[src/hw/tla_defines.svh]
// Purpose: named offsets, field positions and codes of the tx level block
// Assumes: 32-bit AXI4-Lite register words, byte addresses
// Notes: included by the package, the top module and the bench
`ifndef TLA_DEFINES_SVH
`define TLA_DEFINES_SVH
`define TLA_ADDR_W 8
`define TLA_NPHY 2
`define TLA_OFF_ADV0 8'h00
`define TLA_OFF_ADV1 8'h04
`define TLA_OFF_STAT0 8'h08
`define TLA_OFF_STAT1 8'h0C
`define TLA_OFF_IRQ_STAT 8'h10
`define TLA_OFF_IRQ_CLR 8'h14
`define TLA_OFF_IRQ_EN 8'h18
`define TLA_ADV_ABL 0
`define TLA_ADV_REQ 1
`define TLA_ADV_FORCE 4
`define TLA_ADV_RESTART 8
`define TLA_ADV_PREF 20
`define TLA_ADV_SRST 31
`define TLA_ST_DONE 0
`define TLA_ST_FAULT 1
`define TLA_ST_LP_ABL 2
`define TLA_ST_LP_REQ 3
`define TLA_ST_LP_FORCE 4
`define TLA_ST_LP_PREF 5
`define TLA_ST_TX_HI 6
`define TLA_ST_MASTER 7
`define TLA_ST_STRAP 8
`define TLA_IRQ_DONE 0
`define TLA_IRQ_FAULT 2
`define TLA_IRQ_W 4
`define TLA_RESP_OKAY 2'h0
`define TLA_RESP_SLVERR 2'h2
`define TLA_LFSR_SEED 16'hACE1
`define TLA_LFSR_TAPS 16'hB400
`endif

[src/hw/tla_pkg.sv]
// Purpose: types shared by the tx level advertisement block
// Assumes: tla_defines.svh gives the widths
// Notes: one advertisement record per phy
`include "tla_defines.svh"
package tla_pkg;
    typedef struct packed {
        logic ability;
        logic request;
        logic force_role;
        logic prefer_master;
    } tla_adv_t;

    typedef enum logic [1:0] {NEG_IDLE, NEG_RUN, NEG_DONE} tla_neg_t;

    typedef logic [`TLA_IRQ_W-1:0] tla_irq_t;
endpackage

[src/hw/tla_adv_top.sv]
// Purpose: tx level and role advertisement and resolution for two phys
// Assumes: page exchange hands over one partner record per page pulse
// Notes: registers over AXI4-Lite, one level interrupt output
`timescale 1ns/1ps
`default_nettype none
`include "tla_defines.svh"
module tla_adv_top import tla_pkg::*; #(
    parameter logic [`TLA_NPHY-1:0] DEF_PREF_MASTER = 2'h1
) (
    input wire logic aclk,
    input wire logic aresetn,
    input wire logic [`TLA_ADDR_W-1:0] awaddr,
    input wire logic awvalid,
    output logic awready,
    input wire logic [31:0] wdata,
    input wire logic [3:0] wstrb,
    input wire logic wvalid,
    output logic wready,
    output logic [1:0] bresp,
    output logic bvalid,
    input wire logic bready,
    input wire logic [`TLA_ADDR_W-1:0] araddr,
    input wire logic arvalid,
    output logic arready,
    output logic [31:0] rdata,
    output logic [1:0] rresp,
    output logic rvalid,
    input wire logic rready,
    input wire logic port1_high_swing_strap,
    input wire logic port2_high_swing_strap,
    input wire logic [`TLA_NPHY-1:0] partner_page_valid,
    input wire tla_adv_t [`TLA_NPHY-1:0] partner_adv,
    input wire logic [`TLA_NPHY-1:0] link_drop,
    output tla_adv_t [`TLA_NPHY-1:0] local_adv,
    output logic [`TLA_NPHY-1:0] negotiation_done_flag,
    output logic [`TLA_NPHY-1:0] config_fault,
    output logic [`TLA_NPHY-1:0] tx_high_level,
    output logic [`TLA_NPHY-1:0] role_master,
    output logic irq
);
    localparam int NPHY = `TLA_NPHY;

    function automatic logic resolve_level(input tla_adv_t l,
                                           input tla_adv_t p);
        resolve_level = l.ability & p.ability & (l.request | p.request);
    endfunction

    // returns {fault, master}
    function automatic logic [1:0] resolve_role(input tla_adv_t l,
                                                input tla_adv_t p,
                                                input logic rnd);
        if (l.force_role && p.force_role) begin
            resolve_role = {l.prefer_master == p.prefer_master,
                            l.prefer_master};
        end else if (l.force_role) begin
            resolve_role = {1'b0, l.prefer_master};
        end else if (p.force_role) begin
            resolve_role = {1'b0, ~p.prefer_master};
        end else if (l.prefer_master != p.prefer_master) begin
            resolve_role = {1'b0, l.prefer_master};
        end else begin
            resolve_role = {1'b0, rnd};
        end
    endfunction

    function automatic logic [31:0] merge(input logic [31:0] old,
                                          input logic [31:0] data,
                                          input logic [3:0] strb);
        merge = old;
        for (int b = 0; b < 4; b++) begin
            if (strb[b]) begin
                merge[b*8 +: 8] = data[b*8 +: 8];
            end
        end
    endfunction

    // ---------------- register state ----------------
    logic [NPHY-1:0] strap_ff, strap_taken_ff;
    logic [NPHY-1:0] abl_ff, req_ff, force_ff, pref_ff;
    tla_neg_t state_ff [NPHY];
    tla_adv_t [NPHY-1:0] partner_q;
    logic [NPHY-1:0] done_ff, fault_ff, tx_hi_ff, master_ff;
    tla_irq_t irq_stat_ff, irq_en_ff, nxt_irq_stat;
    logic [15:0] lfsr_ff;

    // ---------------- AXI write path ----------------
    logic aw_got_ff, w_got_ff, bvalid_ff;
    logic [`TLA_ADDR_W-1:0] awaddr_ff;
    logic [31:0] wdata_ff;
    logic [3:0] wstrb_ff;
    logic [1:0] bresp_ff;
    logic aw_hs, w_hs, wr_fire;
    logic [`TLA_ADDR_W-1:0] wr_addr;
    logic [31:0] wr_data;
    logic [3:0] wr_strb;
    logic wr_hit;

    assign awready = ~aw_got_ff & ~bvalid_ff;
    assign wready = ~w_got_ff & ~bvalid_ff;
    assign aw_hs = awvalid & awready;
    assign w_hs = wvalid & wready;
    assign wr_fire = (aw_got_ff | aw_hs) & (w_got_ff | w_hs) & ~bvalid_ff;
    assign wr_addr = aw_got_ff ? awaddr_ff : awaddr;
    assign wr_data = w_got_ff ? wdata_ff : wdata;
    assign wr_strb = w_got_ff ? wstrb_ff : wstrb;

    logic [NPHY-1:0] wr_adv, sw_restart, soft_rst, restart_req;
    logic [31:0] adv_word [NPHY];
    logic [31:0] adv_new [NPHY];
    logic wr_irq_clr, wr_irq_en;
    logic [31:0] irq_clr_word, irq_en_word;

    assign wr_adv[0] = wr_fire & (wr_addr == `TLA_OFF_ADV0);
    assign wr_adv[1] = wr_fire & (wr_addr == `TLA_OFF_ADV1);
    assign wr_irq_clr = wr_fire & (wr_addr == `TLA_OFF_IRQ_CLR);
    assign wr_irq_en = wr_fire & (wr_addr == `TLA_OFF_IRQ_EN);
    assign irq_clr_word = merge(32'h0, wr_data, wr_strb);
    assign irq_en_word = merge({28'h0, irq_en_ff}, wr_data, wr_strb);
    assign wr_hit = (wr_addr == `TLA_OFF_ADV0) | (wr_addr == `TLA_OFF_ADV1) |
                    (wr_addr == `TLA_OFF_IRQ_CLR) |
                    (wr_addr == `TLA_OFF_IRQ_EN);

    // self-clearing action bits read as zero, so merge never repeats them
    always_comb begin
        for (int i = 0; i < NPHY; i++) begin
            adv_word[i] = 32'h0;
            adv_word[i][`TLA_ADV_ABL] = abl_ff[i];
            adv_word[i][`TLA_ADV_REQ] = req_ff[i];
            adv_word[i][`TLA_ADV_FORCE] = force_ff[i];
            adv_word[i][`TLA_ADV_PREF] = pref_ff[i];
            adv_new[i] = merge(adv_word[i], wr_data, wr_strb);
            sw_restart[i] = wr_adv[i] & adv_new[i][`TLA_ADV_RESTART];
            soft_rst[i] = wr_adv[i] & adv_new[i][`TLA_ADV_SRST];
            restart_req[i] = sw_restart[i] | link_drop[i];
        end
    end

    always_ff @(posedge aclk) begin
        if (!aresetn) begin
            aw_got_ff <= 1'b0;
            w_got_ff <= 1'b0;
            bvalid_ff <= 1'b0;
            bresp_ff <= `TLA_RESP_OKAY;
            awaddr_ff <= '0;
            wdata_ff <= 32'h0;
            wstrb_ff <= 4'h0;
        end else begin
            if (aw_hs) awaddr_ff <= awaddr;
            if (w_hs) wdata_ff <= wdata;
            if (w_hs) wstrb_ff <= wstrb;
            if (wr_fire) begin
                aw_got_ff <= 1'b0;
                w_got_ff <= 1'b0;
                bvalid_ff <= 1'b1;
                bresp_ff <= wr_hit ? `TLA_RESP_OKAY : `TLA_RESP_SLVERR;
            end else begin
                aw_got_ff <= aw_got_ff | aw_hs;
                w_got_ff <= w_got_ff | w_hs;
                if (bvalid_ff && bready) bvalid_ff <= 1'b0;
            end
        end
    end
    assign bvalid = bvalid_ff;
    assign bresp = bresp_ff;

    // ---------------- advertisement registers ----------------
    // strap is sampled once, in the first cycle after reset release
    logic [NPHY-1:0] strap_pins;
    assign strap_pins = {port2_high_swing_strap, port1_high_swing_strap};

    always_ff @(posedge aclk) begin
        if (!aresetn) begin
            strap_ff <= '0;
            strap_taken_ff <= '0;
            abl_ff <= '0;
            req_ff <= '0;
            force_ff <= '0;
            pref_ff <= DEF_PREF_MASTER;
        end else begin
            for (int i = 0; i < NPHY; i++) begin
                if (!strap_taken_ff[i]) begin
                    strap_taken_ff[i] <= 1'b1;
                    strap_ff[i] <= strap_pins[i];
                    abl_ff[i] <= strap_pins[i];
                end else if (soft_rst[i]) begin
                    abl_ff[i] <= strap_ff[i];
                    req_ff[i] <= 1'b0;
                    force_ff[i] <= 1'b0;
                    pref_ff[i] <= DEF_PREF_MASTER[i];
                end else if (wr_adv[i]) begin
                    if (strap_ff[i]) begin
                        abl_ff[i] <= adv_new[i][`TLA_ADV_ABL];
                        req_ff[i] <= adv_new[i][`TLA_ADV_REQ];
                    end
                    force_ff[i] <= adv_new[i][`TLA_ADV_FORCE];
                    pref_ff[i] <= adv_new[i][`TLA_ADV_PREF];
                end
            end
        end
    end

    // an unstrapped port can never offer the high swing
    always_comb begin
        for (int i = 0; i < NPHY; i++) begin
            local_adv[i].ability = abl_ff[i] & strap_ff[i];
            local_adv[i].request = req_ff[i] & strap_ff[i];
            local_adv[i].force_role = force_ff[i];
            local_adv[i].prefer_master = pref_ff[i];
        end
    end

    // ---------------- negotiation and resolution ----------------
    logic [NPHY-1:0] res_level, res_fault, res_master;
    logic [NPHY-1:0] done_evt, fault_evt;

    always_comb begin
        for (int i = 0; i < NPHY; i++) begin
            res_level[i] = resolve_level(local_adv[i],
                                         partner_adv[i]);
            {res_fault[i], res_master[i]} =
                resolve_role(local_adv[i], partner_adv[i],
                             lfsr_ff[i]);
            done_evt[i] = (state_ff[i] == NEG_RUN) & partner_page_valid[i] &
                          ~restart_req[i] & ~res_fault[i];
            fault_evt[i] = (state_ff[i] == NEG_RUN) & partner_page_valid[i] &
                           ~restart_req[i] & res_fault[i];
        end
    end

    always_ff @(posedge aclk) begin
        if (!aresetn) begin
            lfsr_ff <= `TLA_LFSR_SEED;
        end else begin
            lfsr_ff <= (lfsr_ff >> 1) ^ ({16{lfsr_ff[0]}} & `TLA_LFSR_TAPS);
        end
    end

    always_ff @(posedge aclk) begin
        for (int i = 0; i < NPHY; i++) begin
            if (!aresetn || soft_rst[i]) begin
                state_ff[i] <= NEG_IDLE;
                partner_q[i] <= '0;
                done_ff[i] <= 1'b0;
                fault_ff[i] <= 1'b0;
                tx_hi_ff[i] <= 1'b0;
                master_ff[i] <= 1'b0;
            end else begin
                case (state_ff[i])
                    NEG_IDLE: begin
                        state_ff[i] <= NEG_RUN;
                    end
                    NEG_RUN: begin
                        if (restart_req[i]) begin
                            state_ff[i] <= NEG_IDLE;
                        end else if (partner_page_valid[i]) begin
                            partner_q[i] <= partner_adv[i];
                            fault_ff[i] <= res_fault[i];
                            if (!res_fault[i]) begin
                                state_ff[i] <= NEG_DONE;
                                done_ff[i] <= 1'b1;
                                tx_hi_ff[i] <= res_level[i];
                                master_ff[i] <= res_master[i];
                            end
                        end
                    end
                    NEG_DONE: begin
                        if (restart_req[i]) begin
                            state_ff[i] <= NEG_IDLE;
                            done_ff[i] <= 1'b0;
                            tx_hi_ff[i] <= 1'b0;
                        end
                    end
                    default: state_ff[i] <= NEG_IDLE;
                endcase
            end
        end
    end

    assign negotiation_done_flag = done_ff;
    assign config_fault = fault_ff;
    assign tx_high_level = tx_hi_ff;
    assign role_master = master_ff;

    // ---------------- interrupts ----------------
    // a new event wins over a clear written in the same cycle
    assign nxt_irq_stat = (irq_stat_ff &
                           ~(wr_irq_clr ? irq_clr_word[`TLA_IRQ_W-1:0]
                                        : 4'h0)) |
                          {fault_evt, done_evt};
    always_ff @(posedge aclk) begin
        if (!aresetn) begin
            irq_stat_ff <= '0;
            irq_en_ff <= '0;
        end else begin
            irq_stat_ff <= nxt_irq_stat;
            if (wr_irq_en) irq_en_ff <= irq_en_word[`TLA_IRQ_W-1:0];
        end
    end
    assign irq = |(irq_stat_ff & irq_en_ff);

    // ---------------- AXI read path ----------------
    logic rvalid_ff;
    logic [31:0] rdata_ff;
    logic [1:0] rresp_ff;
    logic ar_hs, rd_hit;
    logic [31:0] stat_word [NPHY];
    logic [31:0] rd_word;

    always_comb begin
        for (int i = 0; i < NPHY; i++) begin
            stat_word[i] = 32'h0;
            stat_word[i][`TLA_ST_DONE] = done_ff[i];
            stat_word[i][`TLA_ST_FAULT] = fault_ff[i];
            stat_word[i][`TLA_ST_LP_ABL] = partner_q[i].ability;
            stat_word[i][`TLA_ST_LP_REQ] = partner_q[i].request;
            stat_word[i][`TLA_ST_LP_FORCE] = partner_q[i].force_role;
            stat_word[i][`TLA_ST_LP_PREF] = partner_q[i].prefer_master;
            stat_word[i][`TLA_ST_TX_HI] = tx_hi_ff[i];
            stat_word[i][`TLA_ST_MASTER] = master_ff[i];
            stat_word[i][`TLA_ST_STRAP] = strap_ff[i];
        end
    end

    assign arready = ~rvalid_ff;
    assign ar_hs = arvalid & arready;
    assign rd_word = (araddr == `TLA_OFF_ADV0) ? adv_word[0] :
                     (araddr == `TLA_OFF_ADV1) ? adv_word[1] :
                     (araddr == `TLA_OFF_STAT0) ? stat_word[0] :
                     (araddr == `TLA_OFF_STAT1) ? stat_word[1] :
                     (araddr == `TLA_OFF_IRQ_STAT) ? {28'h0, irq_stat_ff} :
                     (araddr == `TLA_OFF_IRQ_EN) ? {28'h0, irq_en_ff} :
                     32'h0;
    assign rd_hit = (araddr == `TLA_OFF_ADV0) | (araddr == `TLA_OFF_ADV1) |
                    (araddr == `TLA_OFF_STAT0) | (araddr == `TLA_OFF_STAT1) |
                    (araddr == `TLA_OFF_IRQ_STAT) |
                    (araddr == `TLA_OFF_IRQ_CLR) |
                    (araddr == `TLA_OFF_IRQ_EN);

    always_ff @(posedge aclk) begin
        if (!aresetn) begin
            rvalid_ff <= 1'b0;
            rdata_ff <= 32'h0;
            rresp_ff <= `TLA_RESP_OKAY;
        end else if (ar_hs) begin
            rvalid_ff <= 1'b1;
            rdata_ff <= rd_word;
            rresp_ff <= rd_hit ? `TLA_RESP_OKAY : `TLA_RESP_SLVERR;
        end else if (rready) begin
            rvalid_ff <= 1'b0;
        end
    end
    assign rvalid = rvalid_ff;
    assign rdata = rdata_ff;
    assign rresp = rresp_ff;
endmodule
`default_nettype wire

[config.mk]
export PLATFORM = sky130hd
export DESIGN_NAME = tla_adv_top
export DESIGN_NICKNAME = d
export VERILOG_FILES = /design/src/hw/tla_pkg.sv /design/src/hw/tla_adv_top.sv
export VERILOG_INCLUDE_DIRS = /design/src /design/src/hw
export SDC_FILE = /design/constraint.sdc
export NUM_CORES = 1
export LEC_CHECK = 0
export ABC_AREA = 1
export BUFFER_PORTS_ARGS = -buffer_cell sky130_fd_sc_hd__clkbuf_2
export CAP_MARGIN = 25
export CORE_UTILIZATION = 55
export CTS_CLUSTER_DIAMETER = 150
export DETAILED_ROUTE_END_ITERATION = 7
export HOLD_SLACK_MARGIN = 0.08
export PLACE_DENSITY_LB_ADDON = 0.08
export SYNTH_ARGS = -nofsm -noshare
export SYNTH_HDL_FRONTEND = slang
export SYNTH_SLANG_ARGS = --single-unit
[constraint.sdc]
create_clock -name aclk -period 2.9 [get_ports aclk]
set_input_delay 0.58 -clock aclk [delete_from_list [all_inputs] [get_ports aclk]]
set_output_delay 0.58 -clock aclk [all_outputs]
set_load 0.1 [all_outputs]
==> flow_summary_export.csv, run 1 <==
group,metric,value,unit
outcome,status,"complete, no violations",
global_routing,antenna_found_initial,0,
timing,post-route-period-util,72.51,%
placed_design,port_buffers,82,
timing,finalMaxSlewViolations,0,
worst_hold_path,min-delay-start,"lfsr_ff[5]",
synth,ys_seq_elements,91,
critical_path,r2r-end,"state_ff[1][1]",
synth,ys_types,45,
routing,drc_errors,0,
layout,diodes,0,
clock_network,cts-root-buf,"clkbuf_8",
critical_path,worst_ep_arrival_time,2170,ps
timing,relSlewSlack,57.79,%
job,drv_cap,0,
timing,fin_tns_setup,0,ps
clock_network,cts_resized,0,
worst_hold_path,holdPathStages,2,
synth,yosys_warnings,0,
layout,syn_to_final_growth,13.74,%
routing,dr.pass1.iters,5,
power,p_leak,0.002393,µW
clock_network,clk_path_buf_depth,2,
clock_network,cts_hold_buffers,0,
global_routing,grt_pass1_wl,17.20,mm
synth,syn_area,4481,µm²
global_routing,grt_max_degree,29,
placed_design,place_congestion,0.8982,
layout,nets,775,
clock_network,clkLatencyLatePin,360,ps
synth,netlist.top_cell.by_area,"dfxtp_1",
synth,seq_area_frac_synth,41.55,%
clock_network,postCtsSetupBuffers,0,
power,ir_drop,0.0004018,V
floorplanning,rows,32,
global_routing,grt-ovfl-total,0,
timing,setup_violations,0,
layout,drive_gt1_share,21.64,%
timing,rsz0062_at_grt,"no",
placed_design,dpl.hpwl,7.933,mm
timing,worstMarginPinSlew,628.3,ps
power,power.density,622.2,nW/µm²
clock_network,numCtsBuffers,9,
synth,synth_top_flop_cell,"dfxtp_1",
floorplanning,die_h,92.26,µm
layout,final_cell_mix,"nand2_1, dfxtp_1, clkbuf_2",
global_routing,grt_usage,25.61,%
critical_path,rrSetupSlack,800,ps
critical_path,crit_fanout,9,
timing,fin_worst_skew,11.88,ps
floorplanning,initial_core_util,57.39,%
synth,synth_top_area_share,38.87,%
worst_hold_path,worst_hold_path_type,"reg2reg",
layout,fin_util,65.27,%
routing,vias,4147,
synth,syn-instance-count,622,
critical_path,critical_path_class,"reg2reg",
global_routing,grt_pass1_vias,3748,
clock_network,clock-sinks,91,
synth,async_flop_share,0,%
worst_hold_path,whs_endpoint,"lfsr_ff[4]",
layout,layout_commonest_cell,"nand2_1",
floorplanning,die_x,92.26,µm
floorplanning,die_area,8511,µm²
timing,hold_viol,0,
floorplanning,core,7807,µm²
timing,max_freq,475.5,MHz
critical_path,cp-end-kind,"register",
clock_network,tritoncts,"built",
synth,synthTopCellsByArea,"dfxtp_1, nand2_1, a21oi_1, inv_1, o21ai_0",
synth,synth_edf_count,4,
timing,layout_setup_ws,797.1,ps
routing,ant_nets,0,
critical_path,crit_required,2970,ps
critical_path,r2r_cells,12,
critical_path,timing.rr.start,"aw_got_ff",
layout,regArea,1862,µm²
routing,drt_iter0_drc,212,
critical_path,crit_path_start_kind,"register",
timing,fin_crit,2103,ps
synth,syn_area_per_cell,7.203,µm²
clock_network,cts.clk_slew.worst_paths,90,ps
floorplanning,io_pins,131,
routing,drt-total-wl,10.29,mm
routing,vias_per_cell,5.126,
routing,post_drt_wl_per_cell,12.72,µm
layout,multi_input_area,2140,µm²
clock_network,h-tree-depth,3,
placed_design,place_ws,800.2,ps
layout,fillers,760,
[how the worst max path moves through the flow]
stage	from	cells past startpoint	endpoint
floorplan	bvalid	9	state_ff[0][0]
global placement	awaddr[7]	12	state_ff[0][0]
detailed placement	awaddr[7]	12	state_ff[0][0]
CTS	aw_got_ff	11	state_ff[0][1]
global route	aw_got_ff	12	state_ff[0][0]
finish	aw_got_ff	12	state_ff[1][1]
[area by class of cell]
| cell class | count | area share (%) |
|---|---|---|
| timing repair buffer | 85 | 8.495 |
| clock inverter | 5 | 1.203 |
| inverter | 83 | 6.285 |
| multi-input combinational | 432 | 41.98 |
| tap | 102 | 2.504 |
| clock buffer | 11 | 2.995 |
| sequential | 91 | 36.53 |
[power breakdown]
| group | internal, µW | total [µW] | switching [µW] | leakage, µW |
|---|---|---|---|---|
| sequential | 1370 | 1440 | 75.9 | 0.000759 |
| combinational | 185 | 827 | 642 | 0.00154 |
| clock | 452 | 901 | 449 | 0.0000969 |
[synthesized netlist by cell type (2+ instances only)]
master    number
o211a_1        2
buf_4         25
inv_1         71
o22ai_1        2
a21oi_2        3
nor2_1        56
o31ai_1        2
edfxtp_1       4
inv_2          8
a21oi_1       61
nand3_1       29
nand2_4        4
o21ai_0       44
nand2_2        8
nor2_2         5
nor2_4         4
nand3_4        2
o21ai_2        2
nand2_1      138
o21a_1         4
o211ai_1       5
nand4_1        8
clkbuf_1      13
nor3_1         4
a22oi_1        2
dfxtp_1       87
or2_2          6
xnor2_1        3
nand3_2        4
[worst max-delay path, cell delays in order (launching register included)]
cell	delay, ps
dfxtp_1	600
inv_4	120
nand2_2	100
nand2_2	60
nor2_4	120
nand2_4	70
nor2_2	150
nand2_2	100
clkinv_2	100
nand2_4	70
nand2_4	120
inv_2	90
nand3_1	130
[per-stage QoR]
step | total power (µW) | cell area [µm²] | std cells | hold WS (ps)
global route | 3329 | 5096 | 809 | 419.0
CTS | 3188 | 5096 | 809 | 413.0
finish | 3171 | 5096 | 809 | 410.9
floorplan | 2162 | 4569 | 645 | 390.5
detailed placement | 2295 | 4882 | 793 | 396.2
global placement | 2275 | 4882 | 793 | 393.4
[cells by family (layout without fill, tap and decap cells)]
logic type | after synthesis | in the layout | share of synthesized area, %
AND/OR/NAND/NOR | 271 | 271 | 27.93
buffers and inverters | 122 | 184 | 12.68
flip-flops | 91 | 91 | 41.55
XOR/XNOR | 3 | 3 | 0.5865
AO/OA/AOI/OAI | 134 | 134 | 17.17
other | 1 | 24 | 0.08370
[state kept, by name, indices dropped and copies added, names as in the netlist, 2 cells and up]
register / cells
awaddr_ff: 8
abl_ff: 2
lfsr_ff: 16
strap_ff: 2
state_ff: 4
negotiation_done_flag: 2
partner_q: 8
irq_stat_ff: 4
req_ff: 2
config_fault: 2
wstrb_ff: 4
wdata_ff: 8
tx_high_level: 2
pref_ff: 2
role_master: 2
force_ff: 2
rdata: 10
irq_en_ff: 4
[layer usage]
| metal | vias up | wire [µm] | global-route usage (%) |
|---|---|---|---|
| li1 | 2120 | - | - |
| met4 | 0 | 259 | 10.68 |
| met3 | 20 | 607 | 3.400 |
| met1 | 1857 | 4765 | 34.48 |
| met2 | 150 | 4657 | 41.29 |
| met5 | - | 0 | 0 |
Power figures use the tool's default switching activity.
==> run 2, diff against run 1 <==
- CORE_UTILIZATION: 55 -> 52
- clock period: 2.9 -> 2.05 ns (I/O delays scaled with it)
==> run 2 against run 1 <==
Sequential power increased by 42%. Die area increased by 5.6%. Clock-buffer cell count decreased by 1. Routed wire length increased by 4.4%. Setup slack got worse by 610 ps. Core utilization decreased by 2.4 points. Design area increased by 1.9%. Register-to-register slack got worse by 610 ps. Highest routed layer unchanged.
==> flow_summary_export.csv, run 2 (synthesized netlist as in run 1, its figures left out) <==
group,metric,value,unit
layout,syn_to_final_growth,15.86,%
routing,drc_errors,0,
timing,rsz0062_at_grt,"no",
power,power.density,866.4,nW/µm²
timing,setup_violations,0,
routing,dr.pass1.iters,6,
layout,stdcell_count,820,
timing,finalMaxSlewViolations,0,
routing,post_drt_wl_per_cell,13.10,µm
global_routing,grt_max_degree,25,
floorplanning,initial_core_util,54.26,%
layout,largest_reg_flops,16,
critical_path,crit_fanout,5,
timing,post-route-period-util,91.10,%
layout,multi_input_area,2170,µm²
routing,ant_nets,0,
power,clkPwrFrac,27.6,%
power,ir_drop,0.0004347,V
clock_network,cts-root-buf,"clkbuf_8",
clock_network,cts.clk_slew.worst_paths,90,ps
timing,relSlewSlack,60.66,%
floorplanning,die_h,94.83,µm
critical_path,path_cells,"nand2_1 -> inv_1 -> clkbuf_2",
floorplanning,die_x,94.83,µm
routing,vias,4161,
routing,drt_iter0_drc,222,
placed_design,placed_cell_area,4994,µm²
power,power_frac_comb,26.8,%
timing,fin_worst_skew,14.84,ps
floorplanning,die_area,8992,µm²
timing,fin_tns_setup,0,ps
critical_path,timing.rr.start,"aw_got_ff",
global_routing,grt_pass1_wl,17.05,mm
worst_hold_path,worst_hold_path_type,"in2reg",
layout,nets,783,
global_routing,grt_pass1_vias,3704,
power,swShare,37.96,%
clock_network,clock-sinks,91,
placed_design,place_ws,41.87,ps
job,drv_cap,0,
clock_network,tritoncts,"built",
layout,diodes,0,
layout,fillers,777,
critical_path,crit_path_start_kind,"register",
layout,regArea,1871,µm²
layout,top_register,"lfsr_ff",
routing,vias_per_cell,5.074,
floorplanning,core,8258,µm²
routing,drt-total-wl,10.74,mm
critical_path,crit_required,1640,ps
critical_path,cp_slowest_cell,"clkbuf_2",
critical_path,worst_ep_arrival_time,1460,ps
critical_path,critical_path_class,"reg2out",
timing,max_freq,535.5,MHz
power,power_switching,1707,µW
timing,layout_setup_ws,182.5,ps
critical_path,crit_path_max_incr_delay,460,ps
global_routing,grt_usage,24.62,%
critical_path,cp-end-kind,"output pin",
timing,hold_viol,0,
placed_design,port_buffers,82,
floorplanning,io_pins,131,
clock_network,numCtsBuffers,9,
critical_path,startpoint,"strap_ff[1]",
floorplanning,rows,33,
global_routing,grt-ovfl-total,0,
layout,final_cell_mix,"nand2_1, dfxtp_1, clkbuf_2",
clock_network,clkLatencyLatePin,370,ps
clock_network,h-tree-depth,3,
placed_design,placedCellCount,804,
critical_path,path_buf_inv,2,
timing,fin_crit,1867,ps
layout,final_area,5191,µm²
power,p_leak,0.002450,µW
global_routing,antenna_found_initial,0,
timing,worstMarginPinSlew,589.5,ps
placed_design,place_congestion,0.8561,
clock_network,clk_path_buf_depth,2,
power,power_frac_seq,45.6,%
worst_hold_path,min-delay-start,"bready",
power,power.internal,2790,µW
outcome,status,"complete, no violations",
layout,layout_commonest_cell,"nand2_1",
layout,drive_gt1_share,23.50,%
placed_design,dpl.hpwl,8.282,mm
critical_path,crit_family,"buffers and inverters",
## run 2: path summary, 6_finish.rpt
| kind | endpoint | slack, ps | depth (start not counted) |
|---|---|---|---|
| setup reg to reg | state_ff[0][1] | 180 | 11 |
| hold / removal | bvalid | 260 | 2 |
| setup / recovery | local_adv[7] | 180 | 3 |
| hold reg to reg | lfsr_ff[7] | 420 | 1 |
## run 2: layer usage
metal / track usage (%) / vias to the layer above / wire length, µm
met3: 3.543 / 22 / 501
met4: 11.36 / 0 / 293
met5: 0 / - / 0
met2: 39.69 / 130 / 4806
met1: 32.42 / 1877 / 5139
li1: - / 2132 / -
## run 2: timing repair
item / in CTS / in global routing
hold buffers: 0 / 0
setup buffers: 0 / 0
gates resized for setup: 0 / 1
setup endpoints to repair: 0 / 15
hold endpoints to repair: 0 / 0
## run 2: layout make-up
class / count / area share, %
inverters: 83 / 6.363
clock buffers: 10 / 2.458
repair buffers: 93 / 9.496
well taps: 105 / 2.531
flip-flops and latches: 91 / 36.03
clock inverters: 6 / 1.326
multi-input cells: 432 / 41.79
## run 2: power by group through the flow
stage	Combinational (µW)	Clock (µW)	Sequential (µW)
2_1_floorplan	872	0	2200
3_3_place_gp	1170	0	2080
3_5_place_dp	1190	0	2090
4_1_cts	1200	1260	2050
5_1_grt	1300	1330	2070
6_report	1200	1240	2050
## run 2: metrics by stage
step           hold slack (ps)  utilization (%)  power (µW)
2_1_floorplan            390.5                -        3075
3_3_place_gp             393.8            60.47        3252
3_5_place_dp             401.6            60.47        3285
4_1_cts                  250.5            62.85        4503
5_1_grt                  269.3            62.86        4706
6_report                 263.3            62.86        4498
